[src/rtl/drp_consts.vh]
// Purpose: Constants for the reference profile register bank
// Assumes: Byte-wide registers at byte addresses on a 16-bit address port
// Notes:   Offsets, field positions, reset values and reference indices
`ifndef DRP_CONSTS_VH
`define DRP_CONSTS_VH

`define DRP_ADDR_W            16
`define DRP_DATA_W            8

`define DRP_OFS_REF3_PRIO     16'h045A
`define DRP_OFS_REF3_BW_LOW   16'h045B
`define DRP_OFS_REF3_BW_MID   16'h045C
`define DRP_OFS_REF3_BW_TOP   16'h045D
`define DRP_OFS_REF3_DIV_LOW  16'h045E
`define DRP_OFS_REF3_DIV_MID  16'h045F
`define DRP_OFS_REF3_DIV_TOP  16'h0460
`define DRP_OFS_REF3_NUM_LOW  16'h0461
`define DRP_OFS_REF3_NUM_MID  16'h0462
`define DRP_OFS_REF3_NUM_TOP  16'h0463
`define DRP_OFS_REF3_MOD_LOW  16'h0464
`define DRP_OFS_REF3_MOD_MID  16'h0465
`define DRP_OFS_REF3_MOD_TOP  16'h0466
`define DRP_OFS_REF4_PRIO     16'h0467
`define DRP_OFS_SEL_STATUS    16'h04F0

`define DRP_PRIO_EN_BIT       0
`define DRP_PRIO_LSB          1
`define DRP_PRIO_MSB          2
`define DRP_PRIO_USED_MASK    8'h07
`define DRP_FILTER_SEL_BIT    1
`define DRP_BW_TOP_BIT        0
`define DRP_BW_TOP_MASK       8'h03
`define DRP_DIV_TOP_MASK      8'h03

`define DRP_RST_BYTE          8'h00
`define DRP_RST_PRIO          2'h0

`define DRP_REF_COUNT         4
`define DRP_REF3_INDEX        2'h2
`define DRP_REF4_INDEX        2'h3

`endif

[src/rtl/drp_regs_top.v]
// Purpose: Third reference profile and fourth reference priority registers of the first digital PLL
// Assumes: One clock, synchronous active-low reset, simple strobe register port
// Notes:   Settings reach the loop only while the third reference is selected
//
// The strobed register port is this design's own decision.
`timescale 1ns/1ps
`include "drp_consts.vh"

module drp_regs_top
(
  input  wire        CLOCK,
  input  wire        NRST,
  input  wire [15:0] ADDR,
  input  wire [7:0]  WDATA,
  input  wire        WR,
  input  wire        RD,
  output wire [7:0]  RDATA,
  input  wire        REF1_EN,
  input  wire [1:0]  REF1_PRIO,
  input  wire        REF2_EN,
  input  wire [1:0]  REF2_PRIO,
  output wire        REF3_EN,
  output wire [1:0]  REF3_PRIO,
  output wire        REF4_EN,
  output wire [1:0]  REF4_PRIO,
  output wire        SEL_VALID,
  output wire [1:0]  SEL_IDX,
  output wire        REF3_IN_USE,
  output wire [16:0] APPLIED_BW_SCALE,
  output wire        APPLIED_HIGH_MARGIN,
  output wire [18:0] APPLIED_FB_DIVIDE,
  output wire [23:0] APPLIED_FRAC_NUM,
  output wire [23:0] APPLIED_FRAC_MOD
);

  reg  [7:0]  ref3_select_priority_reg;
  reg  [7:0]  ref3_bw_scale_low_reg;
  reg  [7:0]  ref3_bw_scale_mid_reg;
  reg  [7:0]  ref3_bw_top_filter_sel_reg;
  reg  [7:0]  ref3_int_div_low_reg;
  reg  [7:0]  ref3_int_div_mid_reg;
  reg  [7:0]  ref3_int_div_top_reg;
  reg  [7:0]  ref3_frac_num_low_reg;
  reg  [7:0]  ref3_frac_num_mid_reg;
  reg  [7:0]  ref3_frac_num_top_reg;
  reg  [7:0]  ref3_frac_modulus_low_reg;
  reg  [7:0]  ref3_frac_modulus_mid_reg;
  reg  [7:0]  ref3_frac_modulus_top_reg;
  reg  [7:0]  ref4_select_priority_reg;
  reg  [7:0]  rdata_reg;
  reg  [7:0]  rdata_next;
  reg         in_use_reg;
  reg  [16:0] applied_bw_reg;
  reg         applied_margin_reg;
  reg  [18:0] applied_div_reg;
  reg  [23:0] applied_num_reg;
  reg  [23:0] applied_mod_reg;
  wire [16:0] ref3_bw_scale;
  wire        ref3_high_margin;
  wire [17:0] ref3_div_minus_one;
  wire [23:0] ref3_frac_num;
  wire [23:0] ref3_frac_mod;
  wire [3:0]  sel_en;
  wire [7:0]  sel_pri;
  wire        sel_valid;
  wire [1:0]  sel_idx;
  wire        ref3_selected;

  // Register writes; bits that hold nothing are dropped so they read zero
  always @(posedge CLOCK)
  begin
    if (!NRST)
    begin
      ref3_select_priority_reg   <= `DRP_RST_BYTE;
      ref3_bw_scale_low_reg      <= `DRP_RST_BYTE;
      ref3_bw_scale_mid_reg      <= `DRP_RST_BYTE;
      ref3_bw_top_filter_sel_reg <= `DRP_RST_BYTE;
      ref3_int_div_low_reg       <= `DRP_RST_BYTE;
      ref3_int_div_mid_reg       <= `DRP_RST_BYTE;
      ref3_int_div_top_reg       <= `DRP_RST_BYTE;
      ref3_frac_num_low_reg      <= `DRP_RST_BYTE;
      ref3_frac_num_mid_reg      <= `DRP_RST_BYTE;
      ref3_frac_num_top_reg      <= `DRP_RST_BYTE;
      ref3_frac_modulus_low_reg  <= `DRP_RST_BYTE;
      ref3_frac_modulus_mid_reg  <= `DRP_RST_BYTE;
      ref3_frac_modulus_top_reg  <= `DRP_RST_BYTE;
      ref4_select_priority_reg   <= `DRP_RST_BYTE;
    end
    else if (WR)
    begin
      case (ADDR)
        `DRP_OFS_REF3_PRIO:
        begin
          ref3_select_priority_reg <= WDATA & `DRP_PRIO_USED_MASK;
        end
        `DRP_OFS_REF3_BW_LOW:
        begin
          ref3_bw_scale_low_reg <= WDATA;
        end
        `DRP_OFS_REF3_BW_MID:
        begin
          ref3_bw_scale_mid_reg <= WDATA;
        end
        `DRP_OFS_REF3_BW_TOP:
        begin
          ref3_bw_top_filter_sel_reg <= WDATA & `DRP_BW_TOP_MASK;
        end
        `DRP_OFS_REF3_DIV_LOW:
        begin
          ref3_int_div_low_reg <= WDATA;
        end
        `DRP_OFS_REF3_DIV_MID:
        begin
          ref3_int_div_mid_reg <= WDATA;
        end
        `DRP_OFS_REF3_DIV_TOP:
        begin
          ref3_int_div_top_reg <= WDATA & `DRP_DIV_TOP_MASK;
        end
        `DRP_OFS_REF3_NUM_LOW:
        begin
          ref3_frac_num_low_reg <= WDATA;
        end
        `DRP_OFS_REF3_NUM_MID:
        begin
          ref3_frac_num_mid_reg <= WDATA;
        end
        `DRP_OFS_REF3_NUM_TOP:
        begin
          ref3_frac_num_top_reg <= WDATA;
        end
        `DRP_OFS_REF3_MOD_LOW:
        begin
          ref3_frac_modulus_low_reg <= WDATA;
        end
        `DRP_OFS_REF3_MOD_MID:
        begin
          ref3_frac_modulus_mid_reg <= WDATA;
        end
        `DRP_OFS_REF3_MOD_TOP:
        begin
          ref3_frac_modulus_top_reg <= WDATA;
        end
        `DRP_OFS_REF4_PRIO:
        begin
          ref4_select_priority_reg <= WDATA & `DRP_PRIO_USED_MASK;
        end
        default:
        begin
          ref4_select_priority_reg <= ref4_select_priority_reg;
        end
      endcase
    end
  end

  // Read mux; unmapped addresses read zero
  always @*
  begin
    rdata_next = `DRP_RST_BYTE;
    case (ADDR)
      `DRP_OFS_REF3_PRIO:
      begin
        rdata_next = ref3_select_priority_reg;
      end
      `DRP_OFS_REF3_BW_LOW:
      begin
        rdata_next = ref3_bw_scale_low_reg;
      end
      `DRP_OFS_REF3_BW_MID:
      begin
        rdata_next = ref3_bw_scale_mid_reg;
      end
      `DRP_OFS_REF3_BW_TOP:
      begin
        rdata_next = ref3_bw_top_filter_sel_reg;
      end
      `DRP_OFS_REF3_DIV_LOW:
      begin
        rdata_next = ref3_int_div_low_reg;
      end
      `DRP_OFS_REF3_DIV_MID:
      begin
        rdata_next = ref3_int_div_mid_reg;
      end
      `DRP_OFS_REF3_DIV_TOP:
      begin
        rdata_next = ref3_int_div_top_reg;
      end
      `DRP_OFS_REF3_NUM_LOW:
      begin
        rdata_next = ref3_frac_num_low_reg;
      end
      `DRP_OFS_REF3_NUM_MID:
      begin
        rdata_next = ref3_frac_num_mid_reg;
      end
      `DRP_OFS_REF3_NUM_TOP:
      begin
        rdata_next = ref3_frac_num_top_reg;
      end
      `DRP_OFS_REF3_MOD_LOW:
      begin
        rdata_next = ref3_frac_modulus_low_reg;
      end
      `DRP_OFS_REF3_MOD_MID:
      begin
        rdata_next = ref3_frac_modulus_mid_reg;
      end
      `DRP_OFS_REF3_MOD_TOP:
      begin
        rdata_next = ref3_frac_modulus_top_reg;
      end
      `DRP_OFS_REF4_PRIO:
      begin
        rdata_next = ref4_select_priority_reg;
      end
      `DRP_OFS_SEL_STATUS:
      begin
        rdata_next = {4'h0, in_use_reg, sel_valid, sel_idx};
      end
      default:
      begin
        rdata_next = `DRP_RST_BYTE;
      end
    endcase
  end

  // Read data stands only in the cycle after the strobe
  always @(posedge CLOCK)
  begin
    if (!NRST)
    begin
      rdata_reg <= `DRP_RST_BYTE;
    end
    else if (RD)
    begin
      rdata_reg <= rdata_next;
    end
    else
    begin
      rdata_reg <= `DRP_RST_BYTE;
    end
  end

  // Multi-byte fields assembled low byte first
  assign ref3_bw_scale      = {ref3_bw_top_filter_sel_reg[`DRP_BW_TOP_BIT],
                               ref3_bw_scale_mid_reg, ref3_bw_scale_low_reg};
  assign ref3_high_margin   = ref3_bw_top_filter_sel_reg[`DRP_FILTER_SEL_BIT];
  assign ref3_div_minus_one = {ref3_int_div_top_reg[1:0],
                               ref3_int_div_mid_reg, ref3_int_div_low_reg};
  assign ref3_frac_num      = {ref3_frac_num_top_reg, ref3_frac_num_mid_reg,
                               ref3_frac_num_low_reg};
  assign ref3_frac_mod      = {ref3_frac_modulus_top_reg, ref3_frac_modulus_mid_reg,
                               ref3_frac_modulus_low_reg};

  assign sel_en  = {ref4_select_priority_reg[`DRP_PRIO_EN_BIT],
                    ref3_select_priority_reg[`DRP_PRIO_EN_BIT],
                    REF2_EN, REF1_EN};
  assign sel_pri = {ref4_select_priority_reg[`DRP_PRIO_MSB:`DRP_PRIO_LSB],
                    ref3_select_priority_reg[`DRP_PRIO_MSB:`DRP_PRIO_LSB],
                    REF2_PRIO, REF1_PRIO};

  drp_ref_select u_select
  (
    .clock     (CLOCK),
    .nrst      (NRST),
    .ref_en    (sel_en),
    .ref_pri   (sel_pri),
    .sel_valid (sel_valid),
    .sel_idx   (sel_idx)
  );

  assign ref3_selected = sel_valid && (sel_idx == `DRP_REF3_INDEX);

  // Loop settings follow the profile only while the third reference is selected
  always @(posedge CLOCK)
  begin
    if (!NRST)
    begin
      in_use_reg         <= 1'b0;
      applied_bw_reg     <= 17'h00000;
      applied_margin_reg <= 1'b0;
      applied_div_reg    <= 19'h00000;
      applied_num_reg    <= 24'h000000;
      applied_mod_reg    <= 24'h000000;
    end
    else if (ref3_selected)
    begin
      in_use_reg         <= 1'b1;
      applied_bw_reg     <= ref3_bw_scale;
      applied_margin_reg <= ref3_high_margin;
      applied_div_reg    <= {1'b0, ref3_div_minus_one} + 19'h00001;
      applied_num_reg    <= ref3_frac_num;
      applied_mod_reg    <= ref3_frac_mod;
    end
    else
    begin
      in_use_reg         <= 1'b0;
      applied_bw_reg     <= 17'h00000;
      applied_margin_reg <= 1'b0;
      applied_div_reg    <= 19'h00000;
      applied_num_reg    <= 24'h000000;
      applied_mod_reg    <= 24'h000000;
    end
  end

  assign RDATA               = rdata_reg;
  assign REF3_EN             = ref3_select_priority_reg[`DRP_PRIO_EN_BIT];
  assign REF3_PRIO           = ref3_select_priority_reg[`DRP_PRIO_MSB:`DRP_PRIO_LSB];
  assign REF4_EN             = ref4_select_priority_reg[`DRP_PRIO_EN_BIT];
  assign REF4_PRIO           = ref4_select_priority_reg[`DRP_PRIO_MSB:`DRP_PRIO_LSB];
  assign SEL_VALID           = sel_valid;
  assign SEL_IDX             = sel_idx;
  assign REF3_IN_USE         = in_use_reg;
  assign APPLIED_BW_SCALE    = applied_bw_reg;
  assign APPLIED_HIGH_MARGIN = applied_margin_reg;
  assign APPLIED_FB_DIVIDE   = applied_div_reg;
  assign APPLIED_FRAC_NUM    = applied_num_reg;
  assign APPLIED_FRAC_MOD    = applied_mod_reg;

endmodule

[src/rtl/drp_ref_select.v]
// Purpose: Picks the reference that the first digital PLL should use
// Assumes: Enables and priorities come from logic on the same clock
// Notes:   Lowest priority number wins; a tie goes to the lower index
`timescale 1ns/1ps
`include "drp_consts.vh"

module drp_ref_select
(
  input  wire       clock,
  input  wire       nrst,
  input  wire [3:0] ref_en,
  input  wire [7:0] ref_pri,
  output wire       sel_valid,
  output wire [1:0] sel_idx
);

  reg       sel_valid_reg;
  reg [1:0] sel_idx_reg;
  reg       sel_valid_next;
  reg [1:0] sel_idx_next;
  reg [1:0] best_pri;
  integer   i;

  // Walk from the top index down so an equal priority lets the lower index win
  always @*
  begin
    sel_valid_next = 1'b0;
    sel_idx_next   = 2'h0;
    best_pri       = 2'h3;
    for (i = `DRP_REF_COUNT - 1; i >= 0; i = i - 1)
    begin
      if (ref_en[i] && (!sel_valid_next || ref_pri[2*i +: 2] <= best_pri))
      begin
        sel_valid_next = 1'b1;
        sel_idx_next   = i[1:0];
        best_pri       = ref_pri[2*i +: 2];
      end
    end
  end

  always @(posedge clock)
  begin
    if (!nrst)
    begin
      sel_valid_reg <= 1'b0;
      sel_idx_reg   <= 2'h0;
    end
    else
    begin
      sel_valid_reg <= sel_valid_next;
      sel_idx_reg   <= sel_idx_next;
    end
  end

  assign sel_valid = sel_valid_reg;
  assign sel_idx   = sel_idx_reg;

endmodule

[config.mk]
export PLATFORM = sky130hd
export DESIGN_NAME = drp_regs_top
export DESIGN_NICKNAME = d
export VERILOG_FILES = /design/src/rtl/drp_regs_top.v /design/src/rtl/drp_ref_select.v
export VERILOG_INCLUDE_DIRS = /design/src /design/src/rtl
export SDC_FILE = /design/constraint.sdc
export NUM_CORES = 1
export LEC_CHECK = 0
export BUFFER_PORTS_ARGS = -buffer_cell sky130_fd_sc_hd__buf_2
export CAP_MARGIN = 20
export CORE_ASPECT_RATIO = 1.2
export CORE_MARGIN = 1
export CORE_UTILIZATION = 56
export DETAILED_ROUTE_END_ITERATION = 8
export GPL_TIMING_DRIVEN = 0
export PLACE_DENSITY = 0.87
export SETUP_SLACK_MARGIN = 0.4
export SLEW_MARGIN = 20
export SYNTH_ARGS = -nofsm -noshare
export SYNTH_HDL_FRONTEND = slang
export SYNTH_SLANG_ARGS = --single-unit
export TNS_END_PERCENT = 50
[constraint.sdc]
create_clock -name CLOCK -period 5.5 [get_ports CLOCK]
set_clock_uncertainty 0.1 [all_clocks]
set_input_delay 0.55 -clock CLOCK [delete_from_list [all_inputs] [get_ports CLOCK]]
set_output_delay 0.55 -clock CLOCK [all_outputs]
set_load 0.05 [all_outputs]
==> results of run 1 <==
## report_power, final
group | total [mW] | switching [mW] | internal [mW]
Sequential | 1.36 | 0.000999 | 1.35
Combinational | 0.112 | 0.0767 | 0.0350
Clock | 1.20 | 0.529 | 0.671
Total | 2.67 | 0.607 | 2.06
## stage by stage
stage | instance area (µm²) | hold slack (ps) | power [mW]
final | 9160 | 242 | 2.67
after global placement | 8580 | 373 | 1.49
after detailed placement | 8580 | 381 | 1.49
after CTS | 9160 | 244 | 2.66
after global routing | 9160 | 260 | 2.73
after floorplan | 7730 | 330 | 1.45
## per-layer routing
metal | wire length, µm | share of wire | vias up
li1 | - | - | 2981
met1 | 9300 | 0.40 | 3055
met2 | 11000 | 0.47 | 381
met3 | 1980 | 0.085 | 81
met4 | 947 | 0.041 | 0
met5 | 0 | 0 | -
## critical path: stages, from the launching register on
cell      delay, ps
dfxtp_1         330
clkbuf_1        340
nor2b_1         230
ha_1            270
nand2_1          80
nand2_1          50
o21ai_0         340
mux2_2          390
ha_1            300
nand2_1          60
o21ai_0          80
o21ai_0         410
mux2_2          400
ha_1            290
nor2b_1         130
o21ai_0          80
a21boi_0        230
a21boi_0        240
## path summary, 6_finish.rpt
kind | from | to
setup / recovery | ref4_select_priority_reg[0] | u_select.sel_idx[0]
hold / removal | REF1_EN | u_select.sel_valid
setup reg to reg | ref4_select_priority_reg[0] | u_select.sel_idx[0]
hold reg to reg | ref3_frac_modulus_low_reg[3] | APPLIED_FRAC_MOD[3]
## cell usage after synthesis, types with 2 or more instances
library cell,n
clkbuf_1,38
nand4_1,9
and4_1,3
o21ai_0,14
nor4b_1,3
a21boi_0,25
a22o_1,5
nand4_2,2
nor3_2,2
nor2_2,2
nor2b_1,72
nor2_1,24
or3_1,7
a32o_1,2
nand2_1,71
a31oi_1,7
nand2_2,3
buf_4,3
a41oi_1,2
o22ai_1,5
a22oi_1,7
mux2_2,13
nand3_1,22
nor3_1,4
dfxtp_1,187
xor2_1,7
ha_1,7
nand3b_1,3
and3_1,11
nand2b_1,3
a21oi_1,15
inv_1,12
buf_2,8
a32oi_1,5
nor3_4,7
mux2i_1,70
xnor2_1,4
and2_1,72
## logic make-up after synthesis
group	Yosys count
simple gates	331
flops	187
compound gates	99
mux	84
buf+inv	63
xor+xnor	11
fa+ha+maj	7
## final cells by class
class	instances	area (µm²)
inverter	12	45.0
clock buffer	19	433
timing repair buffer	129	646
buffer	51	221
antenna	1	2.50
tap	168	210
multi-input combinational	532	3720
sequential	187	3740
clock inverter	12	139
fill	1107	4190
==> results.json, run 1 <==
{
  "status": "complete, no violations",
  "grt_pass1_vias": 6054,
  "ys_ff_latch": 187,
  "slew_viol_final": 0,
  "drive_above_1_share": 0.221,
  "routed_via_density": 5.85,
  "finalHoldViolations": 0,
  "clk_latency_ps": 440,
  "cts_hold_buffers": 0,
  "post-place-ws_ps": 1090,
  "synth_compound_area_frac": 0.0892,
  "cts_tree": "built",
  "antenna_found_initial": 0,
  "io_pins": 137,
  "gr-usage-met1": 0.419,
  "syn_avg_cell_area_um2": 9.88,
  "path_class": "reg2reg",
  "gp_congestion": 1.01,
  "crit_fanout": 10,
  "ys_warn_count": 0,
  "final_cell_mix": "dfxtp_1 (187), buf_2 (137), nor2b_1 (72), and2_1 (72), nand2_1 (71)",
  "grt_max_degree": 17,
  "period_share": 0.811,
  "gr-usage-all-layers": 0.332,
  "dieArea_um2": 14300,
  "dr.pass1.iters": 5,
  "max-vdd-ir-drop_v": 0.000174,
  "grt_use_met3": 0.0759,
  "wirelength_um": 23200,
  "synthXorXnorAreaFrac": 0.0125,
  "root_buffer": "clkbuf_16",
  "die_y_um": 131,
  "whs_path_depth": 2,
  "rows": 46,
  "worst_pin_slew_ps": 907,
  "yosys.area_share.adder": 0.0113,
  "wire_per_inst_um": 20.9,
  "clock_sinks": 187,
  "syn_to_final_growth_pct": 18.6,
  "hold_path_class": "in2reg",
  "synth_top_family_by_area": "simple AND/OR/NAND/NOR gates",
  "maxSlewHeadroom": 0.395,
  "yosysTopAreaCell": "dfxtp_1",
  "clkTransAtPathRegs_ps": 70,
  "drv_cap": 0,
  "layout_commonest_cell": "dfxtp_1",
  "clock.fmax_mhz": 224,
  "grt-busiest-layer": "met2",
  "synth_nets": 823,
  "cp-start-kind": "flop",
  "drc": 0,
  "synthCells": 782,
  "ctsHtreeMaxLevel": 4,
  "die_x_um": 109,
  "post-route-util": 0.686,
  "tns_ps": 0,
  "synth_area_um2": 7730,
  "nNetsFinal": 971,
  "setup_slack_ps": 1040,
  "reg2reg_slack_ps": 1040,
  "worstPathArrival_ps": 4710,
  "synth_mux_area_frac": 0.113,
  "synth-simple-area-share": 0.256,
  "drt-initial-drc-count": 613,
  "rsz0062_at_grt": "no",
  "required_ps": 5750,
  "setup_violations": 0,
  "dp_cells": 1079,
  "r2r_cells": 17,
  "initial_core_util": 0.579,
  "async_flop_share": 0,
  "grt_overflow": 0,
  "io_buffer_count": 129,
  "met2_usage": 0.538,
  "synth_edf_count": 0,
  "grt_pass1_wl_um": 34700,
  "clock_path_buffers": 2,
  "vias": 6498,
  "numCtsBuffers": 17,
  "ctsResizeCount": 0,
  "period_needed_ps": 4460,
  "synth_area_leaders": "dfxtp_1 (48%), mux2i_1 (9.1%), and2_1 (5.8%)",
  "leakagePower_nw": 3.73,
  "coreArea_um2": 13400,
  "synth_flop_cell": "dfxtp_1",
  "post_cts_buffers": 0,
  "ys_seq_area_frac": 0.484,
  "synth.distinct_cells": 64,
  "fin_cells": 1111,
  "cp-end-kind": "flop",
  "drt.antenna.violating_nets": 0,
  "power_density_nw_per_um2": 291,
  "dpl.hpwl_um": 16600,
  "synth.top_cell.area_share": 0.484
}
Power figures use the tool's default switching activity.
==> run 2, diff against run 1 <==
- CORE_UTILIZATION: 56 -> 50
- PLACE_DENSITY: 0.87 -> 0.82
- clock period: 5.5 -> 3.95 ns (I/O delays scaled with it)
==> run 2 against run 1 <==
Effect of this change:
- core utilization fell by 5.9 points
- sequential share of layout area shrank 1.0 points
- register-to-register slack worse by 520 ps
- count of clock-buffer cells in the layout fell by 2
- clock power increased by 48%
- global-route usage fell by 2.4 points
- critical path depth down 1
- sequential cell count unchanged
- first-iteration DRC count decreased by 14%
- cell area up 2.9%
- sequential power up 39%
- non-clock buffer count is 6 higher
- critical endpoint unchanged
- largest cell class is now multi-input gates
- largest power group unchanged
==> results.json, run 2 (synthesized netlist as in run 1, its figures left out) <==
{
  "status": "complete, no violations",
  "final_cell_mix": "dfxtp_1 (182), buf_2 (137), and2_1 (72)",
  "r2r_cells": 16,
  "gp_congestion": 1.02,
  "cp-start-kind": "flop",
  "io_pins": 137,
  "nNetsFinal": 977,
  "numCtsBuffers": 17,
  "rows": 49,
  "antenna_found_initial": 0,
  "whs_ps": 104,
  "p_sw_frac": 0.230,
  "slew_viol_final": 0,
  "hold_path_class": "in2reg",
  "clk_latency_ps": 440,
  "required_ps": 4230,
  "p_int_mw": 2.95,
  "dr.pass1.iters": 5,
  "maxSlewHeadroom": 0.377,
  "drt.antenna.violating_nets": 0,
  "wire_per_inst_um": 20.3,
  "ctsHtreeMaxLevel": 4,
  "period_share": 0.870,
  "clock_path_buffers": 2,
  "reg2reg_slack_ps": 520,
  "cts_hold_buffers": 0,
  "drv_cap": 0,
  "drt-initial-drc-count": 525,
  "comb_power_share": 0.044,
  "crit_fanout": 4,
  "grt_overflow": 0,
  "grt_pass1_wl_um": 35800,
  "die_x_um": 115,
  "dieArea_um2": 16000,
  "drive_above_1_share": 0.248,
  "setup_violations": 0,
  "vias": 6355,
  "clock.fmax_mhz": 291,
  "worstPathArrival_ps": 3710,
  "routed_via_density": 5.51,
  "dpl.hpwl_um": 17000,
  "period_needed_ps": 3430,
  "cts_tree": "built",
  "worst_pin_slew_ps": 921,
  "whs_path_depth": 2,
  "antennaDiodeCount": 0,
  "die_y_um": 138,
  "root_buffer": "clkbuf_16",
  "nFillCells": 1254,
  "power_switching_mw": 0.881,
  "grt_max_degree": 18,
  "pwr-share-seq": 0.493,
  "layout_commonest_cell": "dfxtp_1",
  "tns_ps": 0,
  "clock_sinks": 187,
  "clkTransAtPathRegs_ps": 70,
  "io_buffer_count": 129,
  "drc": 0,
  "initial_core_util": 0.514,
  "coreArea_um2": 15000,
  "power_density_nw_per_um2": 406,
  "max-vdd-ir-drop_v": 0.000214,
  "gr-usage-all-layers": 0.308,
  "rsz0062_at_grt": "no",
  "wirelength_um": 23500,
  "syn_to_final_growth_pct": 22.0,
  "cp-end-kind": "flop",
  "leakagePower_nw": 3.83,
  "power_frac_clock": 0.463,
  "grt_pass1_vias": 5985,
  "finalHoldViolations": 0,
  "path_class": "reg2reg"
}
==> run 2: cell types whose count changed in the layout (fill, tap and decap cells not counted), sizes merged <==
cell,change
clkbuf,-2
bufinv,+1
buf,+6
diode,-1
clkinvlp,-1
inv,+3
==> run 2: worst max-delay path, stage by stage (launching register included) <==
cell and delay [ps]:
dfxtp_4 350, clkbuf_8 130, nor2b_4 170, ha_4 220, nand2_1 60, nand2_1 80
o21ai_4 180, mux2_4 340, ha_4 270, a21oi_1 70, o21ai_2 220, mux2_4 340
ha_4 280, nor2b_4 130, o21ai_1 60, a21boi_1 200, a21boi_2 180
==> run 2: path summary, 6_finish.rpt <==
kind | endpoint | start
hold / removal | u_select.sel_valid | REF1_EN
hold reg to reg | ref3_frac_num_top_reg[4] | ref3_frac_num_top_reg[4]
setup / recovery | u_select.sel_idx[0] | ref4_select_priority_reg[0]
setup reg to reg | u_select.sel_idx[0] | ref4_select_priority_reg[0]
==> run 2: final cells by class <==
type	count	area, µm²	share of cell area
flip-flops and latches	187	3750	0.398
clock buffers	17	425	0.0451
well taps	204	255	0.0271
clock inverters	15	184	0.0195
inverters	12	45.0	0.00478
multi-input cells	532	3840	0.408
plain buffers	51	231	0.0246
repair buffers	135	691	0.0733
==> run 2: through the flow <==
stage / cells / worst slack [ps] / cell area, µm² / total power [mW] / utilization
after CTS: 1151 / 407 / 9370 / 3.83 / 0.623
after global routing: 1153 / 375 / 9430 / 3.92 / 0.627
after detailed placement: 1115 / 211 / 8670 / 2.08 / 0.577
after floorplan: 782 / 435 / 7760 / 2.02 / -
after global placement: 1115 / 350 / 8660 / 2.08 / 0.577
final: 1153 / 515 / 9430 / 3.83 / 0.627
==> run 2: power by group through the flow <==
stage	registers, mW	logic [mW]	clock network (mW)
after floorplan	1.93	0.0823	0
final	1.89	0.167	1.77
after detailed placement	1.93	0.154	0
after global placement	1.93	0.154	0
after CTS	1.89	0.160	1.78
after global routing	1.88	0.174	1.87
==> run 2: layer usage <==
| metal | wire length (µm) | vias up | global-route usage |
|---|---|---|---|
| met5 | 0 | - | 0 |
| met4 | 906 | 0 | 0.139 |
| met3 | 1530 | 59 | 0.0609 |
| met2 | 11200 | 300 | 0.491 |
| met1 | 9820 | 3009 | 0.401 |
| li1 | - | 2987 | - |
==> run 2: what timing repair did <==
item	4_1_cts	5_1_grt
setup endpoints to repair	2	2
gates resized for setup	11	6
pin swaps	6	5
setup buffers	4	2
==> run 3, diff against run 2 <==
- RECOVER_POWER: default -> 25
==> run 3 against run 2 <==
Effect of this change:
- setup slack improved by 15 ps
- non-clock buffer count stayed put
- global-route usage unchanged
- via count grew 0.65%
- final cell count unchanged
- largest power group unchanged
- highest routed layer unchanged
==> results.json, run 3 (synthesized netlist as in run 1, its figures left out) <==
{
  "status": "complete, no violations",
  "worst_pin_slew_ps": 937,
  "vias": 6396,
  "numCtsBuffers": 17,
  "root_buffer": "clkbuf_16",
  "final_cell_mix": "dfxtp_1 (182), clkbuf_1 (107), and2_1 (72)",
  "pwr-share-seq": 0.492,
  "ctsHtreeMaxLevel": 4,
  "layout_commonest_cell": "dfxtp_1",
  "initial_core_util": 0.514,
  "io_buffer_count": 129,
  "die_x_um": 115,
  "clk_latency_ps": 440,
  "cp-end-kind": "flop",
  "syn_to_final_growth_pct": 20.8,
  "coreArea_um2": 15000,
  "antenna_found_initial": 0,
  "setup_violations": 0,
  "whs_ps": 99.2,
  "dpl.hpwl_um": 17000,
  "grt_max_degree": 18,
  "p_int_mw": 2.94,
  "cts_tree": "built",
  "dieArea_um2": 16000,
  "p_sw_frac": 0.231,
  "clock_path_buffers": 2,
  "clock.fmax_mhz": 292,
  "max-vdd-ir-drop_v": 0.000213,
  "period_needed_ps": 3420,
  "wire_per_inst_um": 20.5,
  "crit_fanout": 4,
  "slew_viol_final": 0,
  "routed_via_density": 5.55,
  "die_y_um": 138,
  "total_power_mw": 3.83,
  "dr.pass1.iters": 5,
  "tns_ps": 0,
  "path_class": "reg2reg",
  "antennaDiodeCount": 0,
  "comb_power_share": 0.044,
  "drt-initial-drc-count": 501,
  "clock_sinks": 187,
  "gp_congestion": 1.02,
  "grt_overflow": 0,
  "worstPathArrival_ps": 3700,
  "drc": 0,
  "leakagePower_nw": 3.52,
  "rows": 49,
  "gr-usage-all-layers": 0.308,
  "power_frac_clock": 0.464,
  "grt_pass1_wl_um": 35800,
  "power_switching_mw": 0.886,
  "period_share": 0.866,
  "grt_pass1_vias": 5985,
  "drv_cap": 0,
  "cp-start-kind": "flop",
  "maxSlewHeadroom": 0.366,
  "hold_path_class": "in2reg",
  "nNetsFinal": 977,
  "drive_above_1_share": 0.174,
  "rsz0062_at_grt": "no",
  "clkTransAtPathRegs_ps": 70,
  "power_density_nw_per_um2": 410,
  "wirelength_um": 23600,
  "finalHoldViolations": 0,
  "drt.antenna.violating_nets": 0,
  "required_ps": 4230,
  "io_pins": 137
}
## run 3: changes by cell type in the layout (fill, tap and decap cells not counted)
cell      delta
clkbuf_1    +70
buf_2       -70
## run 3: worst paths after layout
path / start / slack [ps] / endpoint / cells after the start
setup / recovery: ref4_select_priority_reg[0] / 530 / u_select.sel_idx[0] / 16
setup reg to reg: ref4_select_priority_reg[0] / 530 / u_select.sel_idx[0] / 16
hold reg to reg: ref3_frac_num_top_reg[4] / 380 / ref3_frac_num_top_reg[4] / 2
hold / removal: REF1_EN / 100 / u_select.sel_valid / 2
## run 3: area by class of cell
class                   count  area (µm²)
multi-input cells         532        3840
clock buffers              17         425
well taps                 204         255
inverters                  12        45.0
fillers                  1293        5680
clock inverters            15         184
flip-flops and latches    187        3750
repair buffers            135         603
plain buffers              51         231
## run 3: routing by layer
layer  global-route usage  share of wire  up-vias  routed length (µm)
met3               0.0609          0.063       65                1490
li1                     -              -     2991                   -
met4                0.139          0.039        0                 910
met5                    0              0        -                   0
met1                0.401           0.42     3032                9950
met2                0.491           0.48      308               11200
## run 3: critical path: stages (launching register included)
cell and delay [ps]:
dfxtp_4 350, clkbuf_8 130, nor2b_4 170, ha_4 220
nand2_1 60, nand2_1 80, o21ai_4 180, mux2_4 340
ha_4 270, a21oi_1 70, o21ai_2 220, mux2_4 340
ha_4 280, nor2b_4 130, o21ai_1 60, a21boi_1 190
a21boi_2 180
## run 3: power groups by stage
stage	combinational [mW]	clock (mW)	sequential, mW
3_3_place_gp	0.154	0	1.93
2_1_floorplan	0.0823	0	1.93
3_5_place_dp	0.154	0	1.93
5_1_grt	0.173	1.87	1.88
4_1_cts	0.160	1.78	1.89
6_report	0.167	1.78	1.89
## run 3: timing repair
action | 4_1_cts | 5_1_grt
pin swaps | 6 | 5
buffers inserted | 4 | 2
setup endpoints to repair | 2 | 2
endpoints found under the hold margin | 0 | 0
hold buffers | 0 | 0
resized for setup | 11 | 6
## run 3: stage by stage
| step | utilization | instances | setup WS [ps] | instance area (µm²) |
|---|---|---|---|---|
| after CTS | 0.623 | 1151 | 407 | 9370 |
| after global routing | 0.622 | 1153 | 375 | 9340 |
| after detailed placement | 0.577 | 1115 | 211 | 8670 |
| final | 0.622 | 1153 | 530 | 9340 |
| after floorplan | - | 782 | 435 | 7760 |
| after global placement | 0.577 | 1115 | 350 | 8660 |
